### src/design/gli_pkg.sv
package gli_pkg;

  // ==========================================================================
  // pin layout
  // ==========================================================================
  localparam int GLI_PIN_COUNT  = 3;
  localparam int GLI_MODE_W     = 2;
  localparam int GLI_PIN_SPEED  = 0;   // speed indicator position
  localparam int GLI_PIN_LINK   = 1;   // link and activity indicator position
  localparam int GLI_PIN_DUPLEX = 2;   // duplex indicator position

  // ==========================================================================
  // timing
  // ==========================================================================
  localparam int GLI_CLK_HZ       = 10_000_000;
  localparam int GLI_PHASE_MS     = 80;
  // whole cycles per indicator phase, 800000 at 10 MHz
  localparam int GLI_PHASE_CYCLES = (GLI_CLK_HZ / 1000) * GLI_PHASE_MS;
  localparam int GLI_CNT_W        = 20;

  // ==========================================================================
  // types
  // ==========================================================================
  typedef logic [GLI_CNT_W-1:0]     gli_cnt_t;
  typedef logic [GLI_PIN_COUNT-1:0] gli_pins_t;

  typedef enum logic [1:0] {
    GLI_MODE_INPUT      = 2'h0,
    GLI_MODE_PUSH_PULL  = 2'h1,
    GLI_MODE_OPEN_DRAIN = 2'h2
  } gli_mode_e;

  // one-bit steps idle -> blank -> hold; hold -> idle flips both bits
  typedef enum logic [1:0] {
    GLI_ST_IDLE  = 2'h0,
    GLI_ST_BLANK = 2'h1,
    GLI_ST_HOLD  = 2'h3
  } gli_blink_e;

  // ==========================================================================
  // reset values
  // ==========================================================================
  localparam gli_pins_t  GLI_PINS_RST  = 3'h0;
  localparam gli_cnt_t   GLI_CNT_RST   = 20'h00000;
  localparam gli_blink_e GLI_STATE_RST = GLI_ST_IDLE;

endpackage : gli_pkg

### src/design/gli_blink_if.sv
`timescale 1ns/1ns
// activity blink request and answer between the pin logic and the timer
interface gli_blink_if;
  logic link_valid;
  logic activity;
  logic blank;

  modport timer (input link_valid, input activity, output blank);
  modport user  (output link_valid, output activity, input blank);
endinterface : gli_blink_if

### src/design/gli_blink.sv
`timescale 1ns/1ns
module gli_blink #(
  parameter int unsigned PHASE_CYCLES = gli_pkg::GLI_PHASE_CYCLES
) (
  // clock and reset
  input  wire logic   clk_sys,
  input  wire logic   reset_n,
  // link side of the pin logic
  gli_blink_if.timer  bus
);
  import gli_pkg::*;

  localparam gli_cnt_t CNT_LAST = gli_cnt_t'(PHASE_CYCLES - 1);

  gli_blink_e state;
  gli_blink_e next_state;
  gli_cnt_t   cnt;
  gli_cnt_t   next_cnt;
  logic       pending;
  logic       next_pending;
  logic       blank;
  logic       next_blank;

  // ==========================================================================
  // phase sequencer
  // ==========================================================================
  // activity seen while blanking or holding is remembered, so a burst that
  // lands mid-cycle still earns another flash after the minimum lit time
  always_comb begin
    next_state   = state;
    next_cnt     = cnt;
    next_pending = pending | bus.activity;     // a fresh event beats the clear
    case (state)
      GLI_ST_IDLE: begin
        next_cnt     = GLI_CNT_RST;
        next_pending = 1'b0;
        if (bus.activity) begin
          next_state = GLI_ST_BLANK;
        end
      end
      GLI_ST_BLANK: begin
        if (cnt == CNT_LAST) begin
          next_cnt   = GLI_CNT_RST;
          next_state = GLI_ST_HOLD;
        end else begin
          next_cnt = cnt + 20'h00001;
        end
      end
      GLI_ST_HOLD: begin
        if (cnt == CNT_LAST) begin
          next_cnt     = GLI_CNT_RST;
          next_state   = next_pending ? GLI_ST_BLANK : GLI_ST_IDLE;
          next_pending = 1'b0;
        end else begin
          next_cnt = cnt + 20'h00001;
        end
      end
      default: begin
        next_state   = GLI_ST_IDLE;
        next_cnt     = GLI_CNT_RST;
        next_pending = 1'b0;
      end
    endcase
    // no link, no flashing: the indicator goes solid off elsewhere
    if (!bus.link_valid) begin
      next_state   = GLI_ST_IDLE;
      next_cnt     = GLI_CNT_RST;
      next_pending = 1'b0;
    end
    next_blank = (next_state == GLI_ST_BLANK);
  end

  always_ff @(posedge clk_sys or negedge reset_n) begin
    if (!reset_n) begin
      state   <= GLI_STATE_RST;
      cnt     <= GLI_CNT_RST;
      pending <= 1'b0;
      blank   <= 1'b0;
    end else begin
      state   <= next_state;
      cnt     <= next_cnt;
      pending <= next_pending;
      blank   <= next_blank;
    end
  end

  assign bus.blank = blank;

  // ==========================================================================
  // checks
  // ==========================================================================
  a_blank_start: assert property (@(posedge clk_sys) disable iff (!reset_n)
    (state == GLI_ST_IDLE && bus.link_valid && bus.activity) |=> blank)
    else $error("blank did not start after activity");

  a_blank_length: assert property (@(posedge clk_sys) disable iff (!reset_n)
    ($fell(blank) && $past(bus.link_valid)) |-> ($past(cnt) == CNT_LAST))
    else $error("blank phase ended early");

  a_hold_minimum: assert property (@(posedge clk_sys) disable iff (!reset_n)
    (state == GLI_ST_HOLD && bus.link_valid && cnt != CNT_LAST) |=> state == GLI_ST_HOLD)
    else $error("lit hold ended before its minimum");

  a_nolink_quiet: assert property (@(posedge clk_sys) disable iff (!reset_n)
    !bus.link_valid |=> !blank)
    else $error("blank while no link");

endmodule : gli_blink

### src/design/gli_top.sv
`timescale 1ns/1ns
module gli_top #(
  parameter int unsigned PHASE_CYCLES = gli_pkg::GLI_PHASE_CYCLES
) (
  // clock and reset
  input  wire logic              clk_sys,
  input  wire logic              reset_n,
  // pin configuration, two mode bits per pin
  input  wire logic [5:0]        pin_mode,
  input  wire gli_pkg::gli_pins_t pin_out_data,
  input  wire gli_pkg::gli_pins_t indicator_enable,
  // link status from the physical layer
  input  wire logic              link_up,
  input  wire logic              speed_100,
  input  wire logic              autoneg_busy,
  input  wire logic              full_duplex,
  input  wire logic              tx_activity,
  input  wire logic              rx_activity,
  // general_indicator_pins
  input  wire gli_pkg::gli_pins_t general_indicator_pins_in,
  output      gli_pkg::gli_pins_t general_indicator_pins_out,
  output      gli_pkg::gli_pins_t general_indicator_pins_oe,
  // pin level readback
  output      gli_pkg::gli_pins_t pin_in_data
);
  import gli_pkg::*;

  // ==========================================================================
  // helpers
  // ==========================================================================
  // open-drain drive as {oe, out}: low pulls, high releases
  function automatic logic [1:0] od_drive(input logic level);
    od_drive = level ? 2'h0 : 2'h2;
  endfunction : od_drive

  // mode field of one pin; the unused code falls back to input
  function automatic gli_mode_e mode_of(input logic [5:0] modes, input int idx);
    logic [1:0] raw;
    raw = modes[idx*GLI_MODE_W +: GLI_MODE_W];
    case (raw)
      2'h1:    mode_of = GLI_MODE_PUSH_PULL;
      2'h2:    mode_of = GLI_MODE_OPEN_DRAIN;
      default: mode_of = GLI_MODE_INPUT;
    endcase
  endfunction : mode_of

  // ==========================================================================
  // activity timer
  // ==========================================================================
  gli_blink_if u_blink_bus ();

  assign u_blink_bus.link_valid = link_up;
  assign u_blink_bus.activity   = tx_activity | rx_activity;

  gli_blink #(
    .PHASE_CYCLES (PHASE_CYCLES)
  ) u_blink (
    .clk_sys (clk_sys),
    .reset_n (reset_n),
    .bus     (u_blink_bus.timer)
  );

  // ==========================================================================
  // indicator levels, active low
  // ==========================================================================
  gli_pins_t ind_level;
  logic      at_100;
  logic      duplex_full;

  // negotiation wins over a stale speed bit so the led never lies mid-handshake
  always_comb begin
    at_100      = link_up & speed_100 & ~autoneg_busy;
    duplex_full = link_up & full_duplex & ~autoneg_busy;
    ind_level   = GLI_PINS_RST;
    ind_level[GLI_PIN_SPEED]  = ~at_100;
    ind_level[GLI_PIN_LINK]   = ~link_up | u_blink_bus.blank;
    ind_level[GLI_PIN_DUPLEX] = ~duplex_full;
  end

  // ==========================================================================
  // pin drivers
  // ==========================================================================
  gli_pins_t next_pins_out;
  gli_pins_t next_pins_oe;
  gli_pins_t next_pin_in_data;

  // indicator use overrides the general setting of the same pin
  always_comb begin
    logic [1:0] drv;
    drv              = 2'h0;
    next_pins_out    = GLI_PINS_RST;
    next_pins_oe     = GLI_PINS_RST;
    next_pin_in_data = general_indicator_pins_in;
    for (int i = 0; i < GLI_PIN_COUNT; i++) begin
      if (indicator_enable[i]) begin
        drv = od_drive(ind_level[i]);
      end else begin
        case (mode_of(pin_mode, i))
          GLI_MODE_PUSH_PULL:  drv = {1'b1, pin_out_data[i]};
          GLI_MODE_OPEN_DRAIN: drv = od_drive(pin_out_data[i]);
          default:             drv = 2'h0;
        endcase
      end
      next_pins_oe[i]  = drv[1];
      next_pins_out[i] = drv[0];
    end
  end

  // registered so the pads never see decode glitches
  always_ff @(posedge clk_sys or negedge reset_n) begin
    if (!reset_n) begin
      general_indicator_pins_out <= GLI_PINS_RST;
      general_indicator_pins_oe  <= GLI_PINS_RST;
      pin_in_data                <= GLI_PINS_RST;
    end else begin
      general_indicator_pins_out <= next_pins_out;
      general_indicator_pins_oe  <= next_pins_oe;
      pin_in_data                <= next_pin_in_data;
    end
  end

  // ==========================================================================
  // checks
  // ==========================================================================
  a_push_pull_drive: assert property (@(posedge clk_sys) disable iff (!reset_n)
    (!indicator_enable[0] && pin_mode[1:0] == 2'h1)
      |=> (general_indicator_pins_oe[0]
           && general_indicator_pins_out[0] == $past(pin_out_data[0])))
    else $error("push-pull pin not driving its data");

  a_input_released: assert property (@(posedge clk_sys) disable iff (!reset_n)
    (!indicator_enable[1] && pin_mode[3:2] == 2'h0) |=> !general_indicator_pins_oe[1])
    else $error("input pin is being driven");

  a_indicator_od: assert property (@(posedge clk_sys) disable iff (!reset_n)
    (|indicator_enable) |=> ((general_indicator_pins_out & $past(indicator_enable)) == 3'h0))
    else $error("indicator pin driven high");

  a_speed_lit: assert property (@(posedge clk_sys) disable iff (!reset_n)
    (indicator_enable[0] && link_up && speed_100 && !autoneg_busy)
      |=> general_indicator_pins_oe[0])
    else $error("speed indicator dark at 100 Mb");

  a_speed_dark: assert property (@(posedge clk_sys) disable iff (!reset_n)
    (indicator_enable[0] && (!link_up || !speed_100 || autoneg_busy))
      |=> !general_indicator_pins_oe[0])
    else $error("speed indicator lit off 100 Mb");

  a_link_solid: assert property (@(posedge clk_sys) disable iff (!reset_n)
    (indicator_enable[1] && link_up && !u_blink_bus.blank) |=> general_indicator_pins_oe[1])
    else $error("link indicator dark on a quiet link");

  a_duplex_lit: assert property (@(posedge clk_sys) disable iff (!reset_n)
    (indicator_enable[2] && link_up && full_duplex && !autoneg_busy)
      |=> general_indicator_pins_oe[2])
    else $error("duplex indicator dark in full duplex");

  a_duplex_dark: assert property (@(posedge clk_sys) disable iff (!reset_n)
    (indicator_enable[2] && (!link_up || !full_duplex)) |=> !general_indicator_pins_oe[2])
    else $error("duplex indicator lit without full duplex");

  a_push_pull_one: assert property (@(posedge clk_sys) disable iff (!reset_n)
    (!indicator_enable[1] && pin_mode[3:2] == 2'h1)
      |=> (general_indicator_pins_oe[1]
           && general_indicator_pins_out[1] == $past(pin_out_data[1])))
    else $error("second push-pull pin not driving its data");

  a_push_pull_two: assert property (@(posedge clk_sys) disable iff (!reset_n)
    (!indicator_enable[2] && pin_mode[5:4] == 2'h1)
      |=> (general_indicator_pins_oe[2]
           && general_indicator_pins_out[2] == $past(pin_out_data[2])))
    else $error("third push-pull pin not driving its data");

  a_open_drain_zero: assert property (@(posedge clk_sys) disable iff (!reset_n)
    (!indicator_enable[0] && pin_mode[1:0] == 2'h2)
      |=> (general_indicator_pins_oe[0] == !$past(pin_out_data[0])
           && !general_indicator_pins_out[0]))
    else $error("first open-drain pin not pulling on low data");

  a_open_drain_one: assert property (@(posedge clk_sys) disable iff (!reset_n)
    (!indicator_enable[1] && pin_mode[3:2] == 2'h2)
      |=> (general_indicator_pins_oe[1] == !$past(pin_out_data[1])
           && !general_indicator_pins_out[1]))
    else $error("second open-drain pin not pulling on low data");

  a_open_drain_two: assert property (@(posedge clk_sys) disable iff (!reset_n)
    (!indicator_enable[2] && pin_mode[5:4] == 2'h2)
      |=> (general_indicator_pins_oe[2] == !$past(pin_out_data[2])
           && !general_indicator_pins_out[2]))
    else $error("third open-drain pin not pulling on low data");

  // the spare mode code must behave as a plain input
  a_input_zero: assert property (@(posedge clk_sys) disable iff (!reset_n)
    (!indicator_enable[0] && (pin_mode[1:0] == 2'h0 || pin_mode[1:0] == 2'h3))
      |=> !general_indicator_pins_oe[0])
    else $error("first pin driven while an input");

  a_input_two: assert property (@(posedge clk_sys) disable iff (!reset_n)
    (!indicator_enable[2] && (pin_mode[5:4] == 2'h0 || pin_mode[5:4] == 2'h3))
      |=> !general_indicator_pins_oe[2])
    else $error("third pin driven while an input");

  // reset_n in the antecedent keeps the release edge from comparing a reset value
  a_readback_delay: assert property (@(posedge clk_sys) disable iff (!reset_n)
    reset_n |=> (pin_in_data == $past(general_indicator_pins_in)))
    else $error("pin readback not one cycle behind the pins");

  a_link_dark: assert property (@(posedge clk_sys) disable iff (!reset_n)
    (indicator_enable[1] && !link_up) |=> !general_indicator_pins_oe[1])
    else $error("link indicator lit without a link");

  a_flash_dark: assert property (@(posedge clk_sys) disable iff (!reset_n)
    (indicator_enable[1] && link_up && u_blink_bus.blank)
      |=> !general_indicator_pins_oe[1])
    else $error("link indicator lit during a flash");

  a_duplex_negotiating: assert property (@(posedge clk_sys) disable iff (!reset_n)
    (indicator_enable[2] && autoneg_busy) |=> !general_indicator_pins_oe[2])
    else $error("duplex indicator lit while negotiating");

endmodule : gli_top

### config.mk
export PLATFORM = sky130hd
export DESIGN_NAME = gli_top
export DESIGN_NICKNAME = d
export VERILOG_FILES = /design/src/design/gli_pkg.sv /design/src/design/gli_blink_if.sv /design/src/design/gli_blink.sv /design/src/design/gli_top.sv
export SDC_FILE = /design/constraint.sdc
export NUM_CORES = 1
export LEC_CHECK = 0
export ABC_AREA = 1
export ABC_CLOCK_PERIOD_IN_PS = 2400
export BUFFER_PORTS_ARGS = -buffer_cell sky130_fd_sc_hd__buf_2
export CELL_PAD_IN_SITES_DETAIL_PLACEMENT = 0
export CELL_PAD_IN_SITES_GLOBAL_PLACEMENT = 1
export CORE_MARGIN = 2
export CORE_UTILIZATION = 43
export CTS_CLUSTER_SIZE = 28
export DETAILED_ROUTE_END_ITERATION = 12
export PLACE_DENSITY_LB_ADDON = 0.1
export SYNTH_ARGS = -nofsm -noshare
export SYNTH_HDL_FRONTEND = slang
export SYNTH_SLANG_ARGS = --single-unit
### constraint.sdc
create_clock -name clk_sys -period 2.4 [get_ports clk_sys]
set_clock_uncertainty 0.1 [all_clocks]
set_input_delay 0.48 -clock clk_sys [delete_from_list [all_inputs] [get_ports clk_sys]]
set_output_delay 0.48 -clock clk_sys [all_outputs]
set_load 0.01 [all_outputs]
==> out/results.ini, run 1 <==
[outcome]
status=complete, no violations

[flow_run]
cap_violations=0

[global_route]
grt-busiest-layer=met2
use_met1=0.252
grt_pass1_vias=1446
use_met3=0.0519
grt_pass1_wl_um=6480
grt_max_degree=34
grt.total_usage=0.190
met2_usage=0.296
overflow=0
antenna_found_initial=0

[synth]
synth_edf_count=0
yosys.area.top_type_share=0.460
ys.flop_type=dfrtp_1
syn-num-nets=259
yosysSeqAreaShare=0.460
syn_area_mm2=0.00179
synth.largest_area_cell=dfrtp_1
synth.most_common_cell=nor2_1
yosysWarnings=0
synthTopCellsByCount=nor2_1, nand2_1, inv_1
synthTopCellsByArea=dfrtp_1, nor2_1, nand2_1
synthCells=229
synth.avg_cell_area_um2=7.84
synth_seq_cells=33
synth_cell_types=27
async_reset_ff_frac=1.00

[sta]
fin_crit_sh=0.708
slew_headroom=0.513
worst_slew_pin_slew_ps=730
drv_slew=0
fin_crit_ps=1700
rsz0062_at_grt=no
max_freq_mhz=588
fin_tns_setup_ps=0
setup_violations=0
finalHoldViolations=0

[detailed_routing]
wl_per_cell_um=11.8
drtPass1Iterations=4
wl_um=3750
drt.antenna.violating_nets=0
viasPerCell=4.72
drc=0
vias=1496
drt_iter0_markers=75

[floorplan]
start_util=0.449
coreArea_mm2=0.00400
placementRows=23
die_h_um=68.6
dieArea_mm2=0.00471
dieWidth_um=68.6
io_pins=32

[clock_tree]
cts_tree=built
numCtsBuffers=5
cts.sinks=33
post_cts_buffers=0
cts_max_level=2
cts_resized=0
ctsLongestPathBuffers=2
clock_latency_ps=280
hold_buffers=0
clk_pin_slew_ps=70
root_buffer=clkbuf_8

[pwr]
power_per_cell_area_mw_per_mm2=515
p_leak_nw=1.11
max-vdd-ir-drop_v=0.000285

[setup_path]
crit_fanout=15
worst_setup_path_start_kind=flop
crit_family=simple AND/OR/NAND/NOR gates
path_cells=ha_1 > nand2_1 > inv_1 > nand2_2 > nor2_4 > nand2_2 > nand2_4 > inv_2 > nand2_1 > nor2_1
worst-path-buf-inv=2
arrival_ps=1760
slowest_delay_ps=380
critPathKind=flop to flop
end_kind=flop
critPathSlowestCell=dfrtp_1
required_ps=2460

[min_path]
min-delay-path-class=primary input to async pin

[placed_design]
numPortBuffers=31
placed_cell_area_mm2=0.00200
gp_congestion=0.804
dp.final_hpwl_um=2910

[cells_and_area]
n_antenna_cell=0
syn_to_final_growth_pct=16.1
nNetsFinal=296
final_area_mm2=0.00208
layout-drive-gt1-share=0.191
nFillCells=409

[report_power, final]
| group | internal [mW] | switching [mW] |
|---|---|---|
| combinational | 0.0367 | 0.0571 |
| sequential | 0.572 | 0.00729 |
| clock | 0.201 | 0.199 |
[area by class of cell]
class | instances | area [µm²] | area share
Timing Repair Buffer | 31 | 155 | 0.0745
Sequential cell | 33 | 826 | 0.396
Clock inverter | 2 | 10.0 | 0.00480
Multi-Input combinational cell | 156 | 811 | 0.389
Tap cell | 50 | 62.6 | 0.0300
Clock buffer | 6 | 72.6 | 0.0348
Inverter | 39 | 146 | 0.0703
[cells by family (layout without fill, tap and decap cells)]
family / after synthesis / after routing / synth area share
flip-flops: 33 / 33 / 0.460
AND/OR/NAND/NOR: 129 / 129 / 0.328
buffers and inverters: 40 / 78 / 0.0879
AO/OA/AOI/OAI: 14 / 14 / 0.0460
XOR/XNOR: 6 / 6 / 0.0293
adder cells (fa/ha/maj): 7 / 7 / 0.0488
[metal layers]
metal	share of wire	up-vias	wire length [µm]
met5	0	-	0
met4	0.019	0	70
met3	0.049	7	184
met2	0.45	35	1700
met1	0.48	668	1790
li1	-	786	-
[through the flow]
step                power, mW  setup WS (ps)   util  hold slack (ps)  std cells
finish                   1.07            700  0.521              154        317
global route             1.13            538  0.521              183        317
CTS                      1.09            686  0.521              180        317
detailed placement      0.686            699  0.500              332        309
global placement        0.684            725  0.500              352        309
floorplan               0.637            972      -             84.4        229
[flip-flops by register name (all words and copies together), names as in the netlist]
register                    flops
u_blink.state                   2
u_blink.pending                 1
u_blink.bus.blank               1
general_indicator_pins_out      3
u_blink.cnt                    20
pin_in_data                     3
general_indicator_pins_oe       3
[placed cells by master (no fill, tap or decap), drive strengths merged]
cell type,instances
buf,31
nor3b,1
nor2,49
or2,1
a21oi,3
inv,39
ha,7
o21bai,1
clkbuf,6
clkinv,2
o31ai,2
nand3,15
xor2,6
nor4,1
dfrtp,33
nand4,5
o32ai,1
nand2,50
a31oi,1
o21ai,6
nor3,6
and2,1
[final timing paths]
check / from / end / slack [ps] / cells past startpoint
setup / recovery: u_blink.cnt[0]$_DFF_PN0_ / u_blink.cnt[13]$_DFF_PN0_ / 700 / 10
setup reg to reg: u_blink.cnt[0]$_DFF_PN0_ / u_blink.cnt[13]$_DFF_PN0_ / 700 / 10
hold reg to reg: u_blink.bus.blank$_DFF_PN0_ / general_indicator_pins_oe[1]$_DFF_PN0_ / 360 / 1
max in group asynchronous: reset_n / u_blink.cnt[17]$_DFF_PN0_ / 1580 / 1
min in group clk_sys: general_indicator_pins_in[2] / pin_in_data[2]$_DFF_PN0_ / 200 / 1
hold / removal: reset_n / u_blink.cnt[6]$_DFF_PN0_ / 150 / 1
Power figures use the tool's default switching activity.
==> run 2: changes to the inputs <==
--- a/config.mk
+++ b/config.mk
@@ -6,12 +6,12 @@
 export NUM_CORES = 1
 export LEC_CHECK = 0
 export ABC_AREA = 1
-export ABC_CLOCK_PERIOD_IN_PS = 2400
+export ABC_CLOCK_PERIOD_IN_PS = 1500
 export BUFFER_PORTS_ARGS = -buffer_cell sky130_fd_sc_hd__buf_2
 export CELL_PAD_IN_SITES_DETAIL_PLACEMENT = 0
 export CELL_PAD_IN_SITES_GLOBAL_PLACEMENT = 1
 export CORE_MARGIN = 2
-export CORE_UTILIZATION = 43
+export CORE_UTILIZATION = 36
 export CTS_CLUSTER_SIZE = 28
 export DETAILED_ROUTE_END_ITERATION = 12
 export PLACE_DENSITY_LB_ADDON = 0.1
==> constraint.sdc (replaced) <==
create_clock -name clk_sys -period 1.5 [get_ports clk_sys]
set_clock_uncertainty 0.1 [all_clocks]
set_input_delay 0.3 -clock clk_sys [delete_from_list [all_inputs] [get_ports clk_sys]]
set_output_delay 0.3 -clock clk_sys [all_outputs]
set_load 0.01 [all_outputs]
==> run 2 against run 1 <==
Sequential power is 61% higher. Utilization fell by 1.5 points. Via count rose by 5.9%. Worst setup slack got worse by 670 ps. Sequential share of layout area is 5.3 points lower. Largest cell class is now multi-input gates.
==> out/results.ini, run 2 (synthesis gave the netlist of run 1 again) <==
[outcome]
status=complete, no violations

[flow_run]
cap_violations=0

[detailed_routing]
drtPass1Iterations=4
wl_per_cell_um=11.1
viasPerCell=4.40
drt.antenna.violating_nets=0
drc=0
wl_um=4000
vias=1585
drt_iter0_markers=37

[sta]
rsz0062_at_grt=yes
drv_slew=0
postLayoutSetupSlackWorst_ps=26.9
slew_headroom=0.728
max_freq_mhz=679
setup_violations=0
fin_crit_ps=1470
worst_slew_pin_slew_ps=408
fin_crit_sh=0.982
finalHoldViolations=0

[setup_path]
worstReg2RegEnd=u_blink.cnt[3]$_DFF_PN0_
r2r_start=u_blink.cnt[0]$_DFF_PN0_
ff2ff_setup_slack_ps=30
required_ps=1570
worst_setup_path_start_kind=flop
slowest_delay_ps=410
critPathSlowestCell=dfrtp_2
crit_fanout=10
end_kind=flop
arrival_ps=1540
path_cells=ha_4 > nand2_2 > inv_2 > nand2_2 > nor2_4 > nand2_2 > nand2_4 > buf_12 > nor2_1
crit_top_cell=nand2_2
rr_worst_depth=9
critPathKind=flop to flop

[cells_and_area]
syn_to_final_growth_pct=34.1
layout_common_cells=nand2_1, nor2_1, inv_1
instances_no_fill=360
nNetsFinal=323
final_util=0.506
largest-register=u_blink.cnt
final_area_mm2=0.00241
n_antenna_cell=0
largest_reg_flops=20
nFillCells=491
final_common_cell=nand2_1
layout-drive-gt1-share=0.331

[placed_design]
numPortBuffers=31
preCtsSetupSlack_ps=-60.2
dp.final_hpwl_um=3220
dpl.cell_count=349
placed_cell_area_mm2=0.00222
gp_congestion=0.858

[pwr]
p_clk_frac=0.373
power_per_cell_area_mw_per_mm2=742
netSwitchingFraction=0.234
max-vdd-ir-drop_v=0.000467
seq_power_share=0.521
p_sw_mw=0.418
p_int_mw=1.37
comb_power_share=0.106
p_leak_nw=1.26

[clock_tree]
clk_pin_slew_ps=60
cts.sinks=33
root_buffer=clkbuf_8
numCtsBuffers=5
clock_latency_ps=280
cts_tree=built
cts_max_level=2
ctsLongestPathBuffers=2

[global_route]
grt.total_usage=0.165
antenna_found_initial=0
grt_pass1_vias=1471
grt_max_degree=19
overflow=0
grt_pass1_wl_um=6840

[floorplan]
start_util=0.377
dieWidth_um=74.6
coreArea_mm2=0.00475
placementRows=25
dieArea_mm2=0.00556
die_h_um=74.6
io_pins=32

[min_path]
min-delay-path-class=primary input to flop
min-delay-start=general_indicator_pins_in[0]
whs_endpoint=pin_in_data[0]$_DFF_PN0_
whs_path_depth=1

## run 2: per-stage QoR
step / total power, mW / hold WS (ps) / TNS (ps)
2_1_floorplan: 1.02 / -95.6 / 0
3_3_place_gp: 1.12 / 154 / -36.5
3_5_place_dp: 1.12 / 154 / -620
4_1_cts: 1.80 / 14.4 / -648
5_1_grt: 1.89 / 6.24 / -976
6_report: 1.78 / 25.7 / 0
## run 2: worst max-delay path, delay by kind of cell (launching register included)
kind | cells | cell delay, ps
adders and majority gates | 1 | 160
buffers and inverters | 2 | 200
DFF | 1 | 410
and+or+nand+nor | 6 | 490
## run 2: power groups by stage
stage / Combinational, mW / Clock, mW / Sequential [mW]
after global placement: 0.176 / 0 / 0.942
after CTS: 0.185 / 0.688 / 0.926
after floorplan: 0.0713 / 0 / 0.948
after global routing: 0.220 / 0.735 / 0.932
final: 0.189 / 0.666 / 0.930
after detailed placement: 0.179 / 0 / 0.942
## run 2: per-layer routing
metal,vias up,wire (µm),GRT usage
li1,839,-,-
met1,712,1990,0.231
met2,30,1810,0.252
met3,4,154,0.0434
met4,0,40,0.0476
met5,-,0,0
## run 2: how the worst max path moves through the flow
stage	endpoint	slack, ps	startpoint
global placement	u_blink.cnt[19]$_DFF_PN0_	-20	u_blink.cnt[4]$_DFF_PN0_
CTS	u_blink.cnt[4]$_DFF_PN0_	-50	u_blink.cnt[0]$_DFF_PN0_
global route	u_blink.cnt[18]$_DFF_PN0_	-70	u_blink.cnt[0]$_DFF_PN0_
finish	u_blink.cnt[3]$_DFF_PN0_	30	u_blink.cnt[0]$_DFF_PN0_
detailed placement	u_blink.cnt[2]$_DFF_PN0_	-60	u_blink.cnt[0]$_DFF_PN0_
floorplan	u_blink.cnt[11]$_DFF_PN0_	70	u_blink.cnt[0]$_DFF_PN0_
## run 2: repair_timing
item                                   CTS  global route
pin swaps                                3             3
hold buffers                             1             0
setup endpoints to repair               19            24
buffers inserted                         1             2
resized for setup                        7            17
endpoints found under the hold margin   15             0
## run 2: area by class of cell
| class | instances | area [µm²] | share of cell area |
|---|---|---|---|
| Multi-Input combinational cell | 156 | 871 | 0.362 |
| Sequential cell | 33 | 827 | 0.344 |
| Timing Repair Buffer | 58 | 389 | 0.162 |
| Inverter | 39 | 149 | 0.0619 |
| Clock buffer | 7 | 86.3 | 0.0359 |
| Tap cell | 67 | 83.8 | 0.0348 |
==> run 3: changes to the inputs <==
--- a/config.mk
+++ b/config.mk
@@ -17,4 +17,5 @@
 export PLACE_DENSITY_LB_ADDON = 0.1
 export SYNTH_ARGS = -nofsm -noshare
 export SYNTH_HDL_FRONTEND = slang
+export SYNTH_HIERARCHICAL = 1
 export SYNTH_SLANG_ARGS = --single-unit
==> run 3 against run 2 <==
The flow now finishes with violations (negative setup slack). Sequential share of layout area increased by 0.45 points. Via count decreased by 3.6%. Largest power group unchanged. Count of clock-buffer cells in the layout unchanged. Synthesized area decreased by 3.3%. Combinational power decreased by 19%. Cell area decreased by 1.3%. Die area decreased by 3.1%. Global-route usage decreased by 1.3 points. Total power increased by 1.1%. Cell count decreased by 5.0%.
==> out/results.ini, run 3 <==
[floorplan]
io_pins=32
placementRows=25
start_util=0.370
dieArea_mm2=0.00539
die_h_um=73.4
dieWidth_um=73.4
coreArea_mm2=0.00469

[setup_path]
end_kind=flop
startpoint=u_blink/cnt[0]$_DFF_PN0_
crit_fanout=5
worst_setup_path_start_kind=flop
worstReg2RegEnd=u_blink/cnt[14]$_DFF_PN0_
r2r_start=u_blink/cnt[0]$_DFF_PN0_
critPathKind=flop to flop
critPathSlowestCell=dfrtp_1
arrival_ps=1610
path_cells=ha_4 > nand3_4 > nor2_4 > buf_6 > nand2_2 > nor2_4 > nand3_2 > nand2_2 > nor2_2
rr_worst_depth=9
slowest_delay_ps=390
ff2ff_setup_slack_ps=-30
required_ps=1580
crit_end=u_blink/cnt[14]$_DFF_PN0_

[sta]
finalHoldViolations=0
postLayoutSetupSlackWorst_ps=-32.4
drv_slew=0
fin_crit_sh=1.02
slew_headroom=0.715
max_freq_mhz=653
worst_slew_pin_slew_ps=427
rsz0062_at_grt=yes
fin_crit_ps=1530
setup_violations=13

[cells_and_area]
final_area_mm2=0.00237
syn_to_final_growth_pct=36.8
layout_common_cells=nand2_1, nor2_1, inv_1
final_common_cell=nand2_1
nNetsFinal=317
layout-drive-gt1-share=0.340
n_antenna_cell=0
nFillCells=471
instances_no_fill=342
largest_reg_flops=20
largest-register=u_blink/cnt

[clock_tree]
clk_pin_slew_ps=70
numCtsBuffers=5
cts_max_level=2
clock_latency_ps=280
ctsLongestPathBuffers=2
root_buffer=clkbuf_8
cts.sinks=33
cts_tree=built

[min_path]
whs_path_depth=1
min-delay-path-class=primary input to flop

[pwr]
max-vdd-ir-drop_v=0.000538
comb_power_share=0.085
p_leak_nw=1.20
p_sw_mw=0.414
netSwitchingFraction=0.229
p_int_mw=1.39
power_per_cell_area_mw_per_mm2=760
seq_power_share=0.508
p_clk_frac=0.408

[outcome]
status=finished, violations left
violations=negative setup slack

[global_route]
overflow=0
grt_pass1_vias=1411
grt_pass1_wl_um=6160
grt_max_degree=34
antenna_found_initial=0
grt.total_usage=0.151

[detailed_routing]
viasPerCell=4.47
drtPass1Iterations=4
vias=1528
drt.antenna.violating_nets=0
wl_per_cell_um=10.9
drc=0
drt_iter0_markers=54
wl_um=3730

[synth]
synthCells=220
synth.largest_area_cell=dfrtp_1
synth.avg_cell_area_um2=7.89
synthTopCellsByCount=nand2_1, nor2_1, inv_1
async_reset_ff_frac=1.00
syn-num-nets=250
yosys.area.top_type_share=0.476
syn_area_mm2=0.00174
synth_seq_cells=33
yosysWarnings=6
yosysSeqAreaShare=0.476
ys.flop_type=dfrtp_1
synthTopCellsByArea=dfrtp_1, nand2_1, nor2_1
synth.most_common_cell=nand2_1
synth_cell_types=21
synth_edf_count=0

[flow_run]
cap_violations=0

[placed_design]
dp.final_hpwl_um=2760
numPortBuffers=31
gp_congestion=0.758
placed_cell_area_mm2=0.00214
dpl.cell_count=329
preCtsSetupSlack_ps=-70.4

## run 3: cell types whose count changed after synthesis, sizes merged, moves of 2 or more
cell / previous run / this run
o31ai: 2 / 0
a31oi: 1 / 3
a21oi: 3 / 5
xnor2: 0 / 2
o21ai: 6 / 2
nor3: 6 / 9
nor2: 49 / 46
## run 3: worst min-delay path by stage
| stage | start | to | slack, ps |
|---|---|---|---|
| 6_report | general_indicator_pins_in[0] | pin_in_data[0]$_DFF_PN0_ | 20 |
| 2_1_floorplan | reset_n | general_indicator_pins_oe[0]$_DFF_PN0_ | -100 |
| 5_1_grt | general_indicator_pins_in[1] | pin_in_data[1]$_DFF_PN0_ | 2 |
| 4_1_cts | general_indicator_pins_in[1] | pin_in_data[1]$_DFF_PN0_ | 10 |
| 3_5_place_dp | reset_n | u_blink/cnt[12]$_DFF_PN0_ | 260 |
| 3_3_place_gp | reset_n | u_blink/cnt[12]$_DFF_PN0_ | 260 |
## run 3: what timing repair did
item / 4_1_cts / 5_1_grt
setup endpoints to repair: 15 / 22
hold endpoints to repair: 33 / 0
buffers inserted: 2 / 2
pin swaps: 0 / 12
resized for setup: 8 / 19
hold buffers: 1 / 0
## run 3: kinds of logic (layout without fill, tap and decap cells)
kind of cell | after synthesis | count (layout) | synth area share
compound gates | 10 | 10 | 0.0310
flops | 33 | 33 | 0.476
buf+inv | 39 | 107 | 0.0887
fa+ha+maj | 7 | 7 | 0.0505
xor+xnor | 7 | 7 | 0.0353
simple gates | 124 | 124 | 0.319
## run 3: final cells by class
type                    instances  area (µm²)  share of cell area
multi-input cells             148         833               0.351
flip-flops and latches         33         827               0.348
repair buffers                 61         398               0.168
inverters                      38         148              0.0622
clock buffers                   7        96.3              0.0406
well taps                      54        67.6              0.0285
clock inverters                 1        5.00             0.00211
## run 3: through the flow
stage | utilization | setup TNS [ps] | total power, mW | hold WS [ps]
final | 0.506 | -163 | 1.80 | 23.8
after global routing | 0.506 | -2020 | 1.90 | 2.48
after CTS | 0.489 | -52.3 | 1.84 | 11.7
after detailed placement | 0.455 | -410 | 1.07 | 261
after global placement | 0.455 | -187 | 1.07 | 257
after floorplan | - | 0 | 0.995 | -95.6
## run 3: routing by layer
layer,part of all wire,global-route usage,up-vias
li1,-,-,810
met1,0.49,0.201,680
met2,0.45,0.231,31
met3,0.052,0.0521,7
met4,0.012,0.0505,0
met5,0,0,-
## run 3: power by group through the flow
stage | registers (mW) | logic (mW) | clock network, mW
after CTS | 0.914 | 0.153 | 0.768
after floorplan | 0.938 | 0.0568 | 0
after global placement | 0.931 | 0.143 | 0
after detailed placement | 0.931 | 0.143 | 0
after global routing | 0.917 | 0.178 | 0.803
final | 0.916 | 0.153 | 0.735
## run 3: critical path: cells and delay by family, from the launching register on
family        cells  cell delay, ps
simple gates      7             620
buf+inv           1             140
fa+ha+maj         1             160
flops             1             390
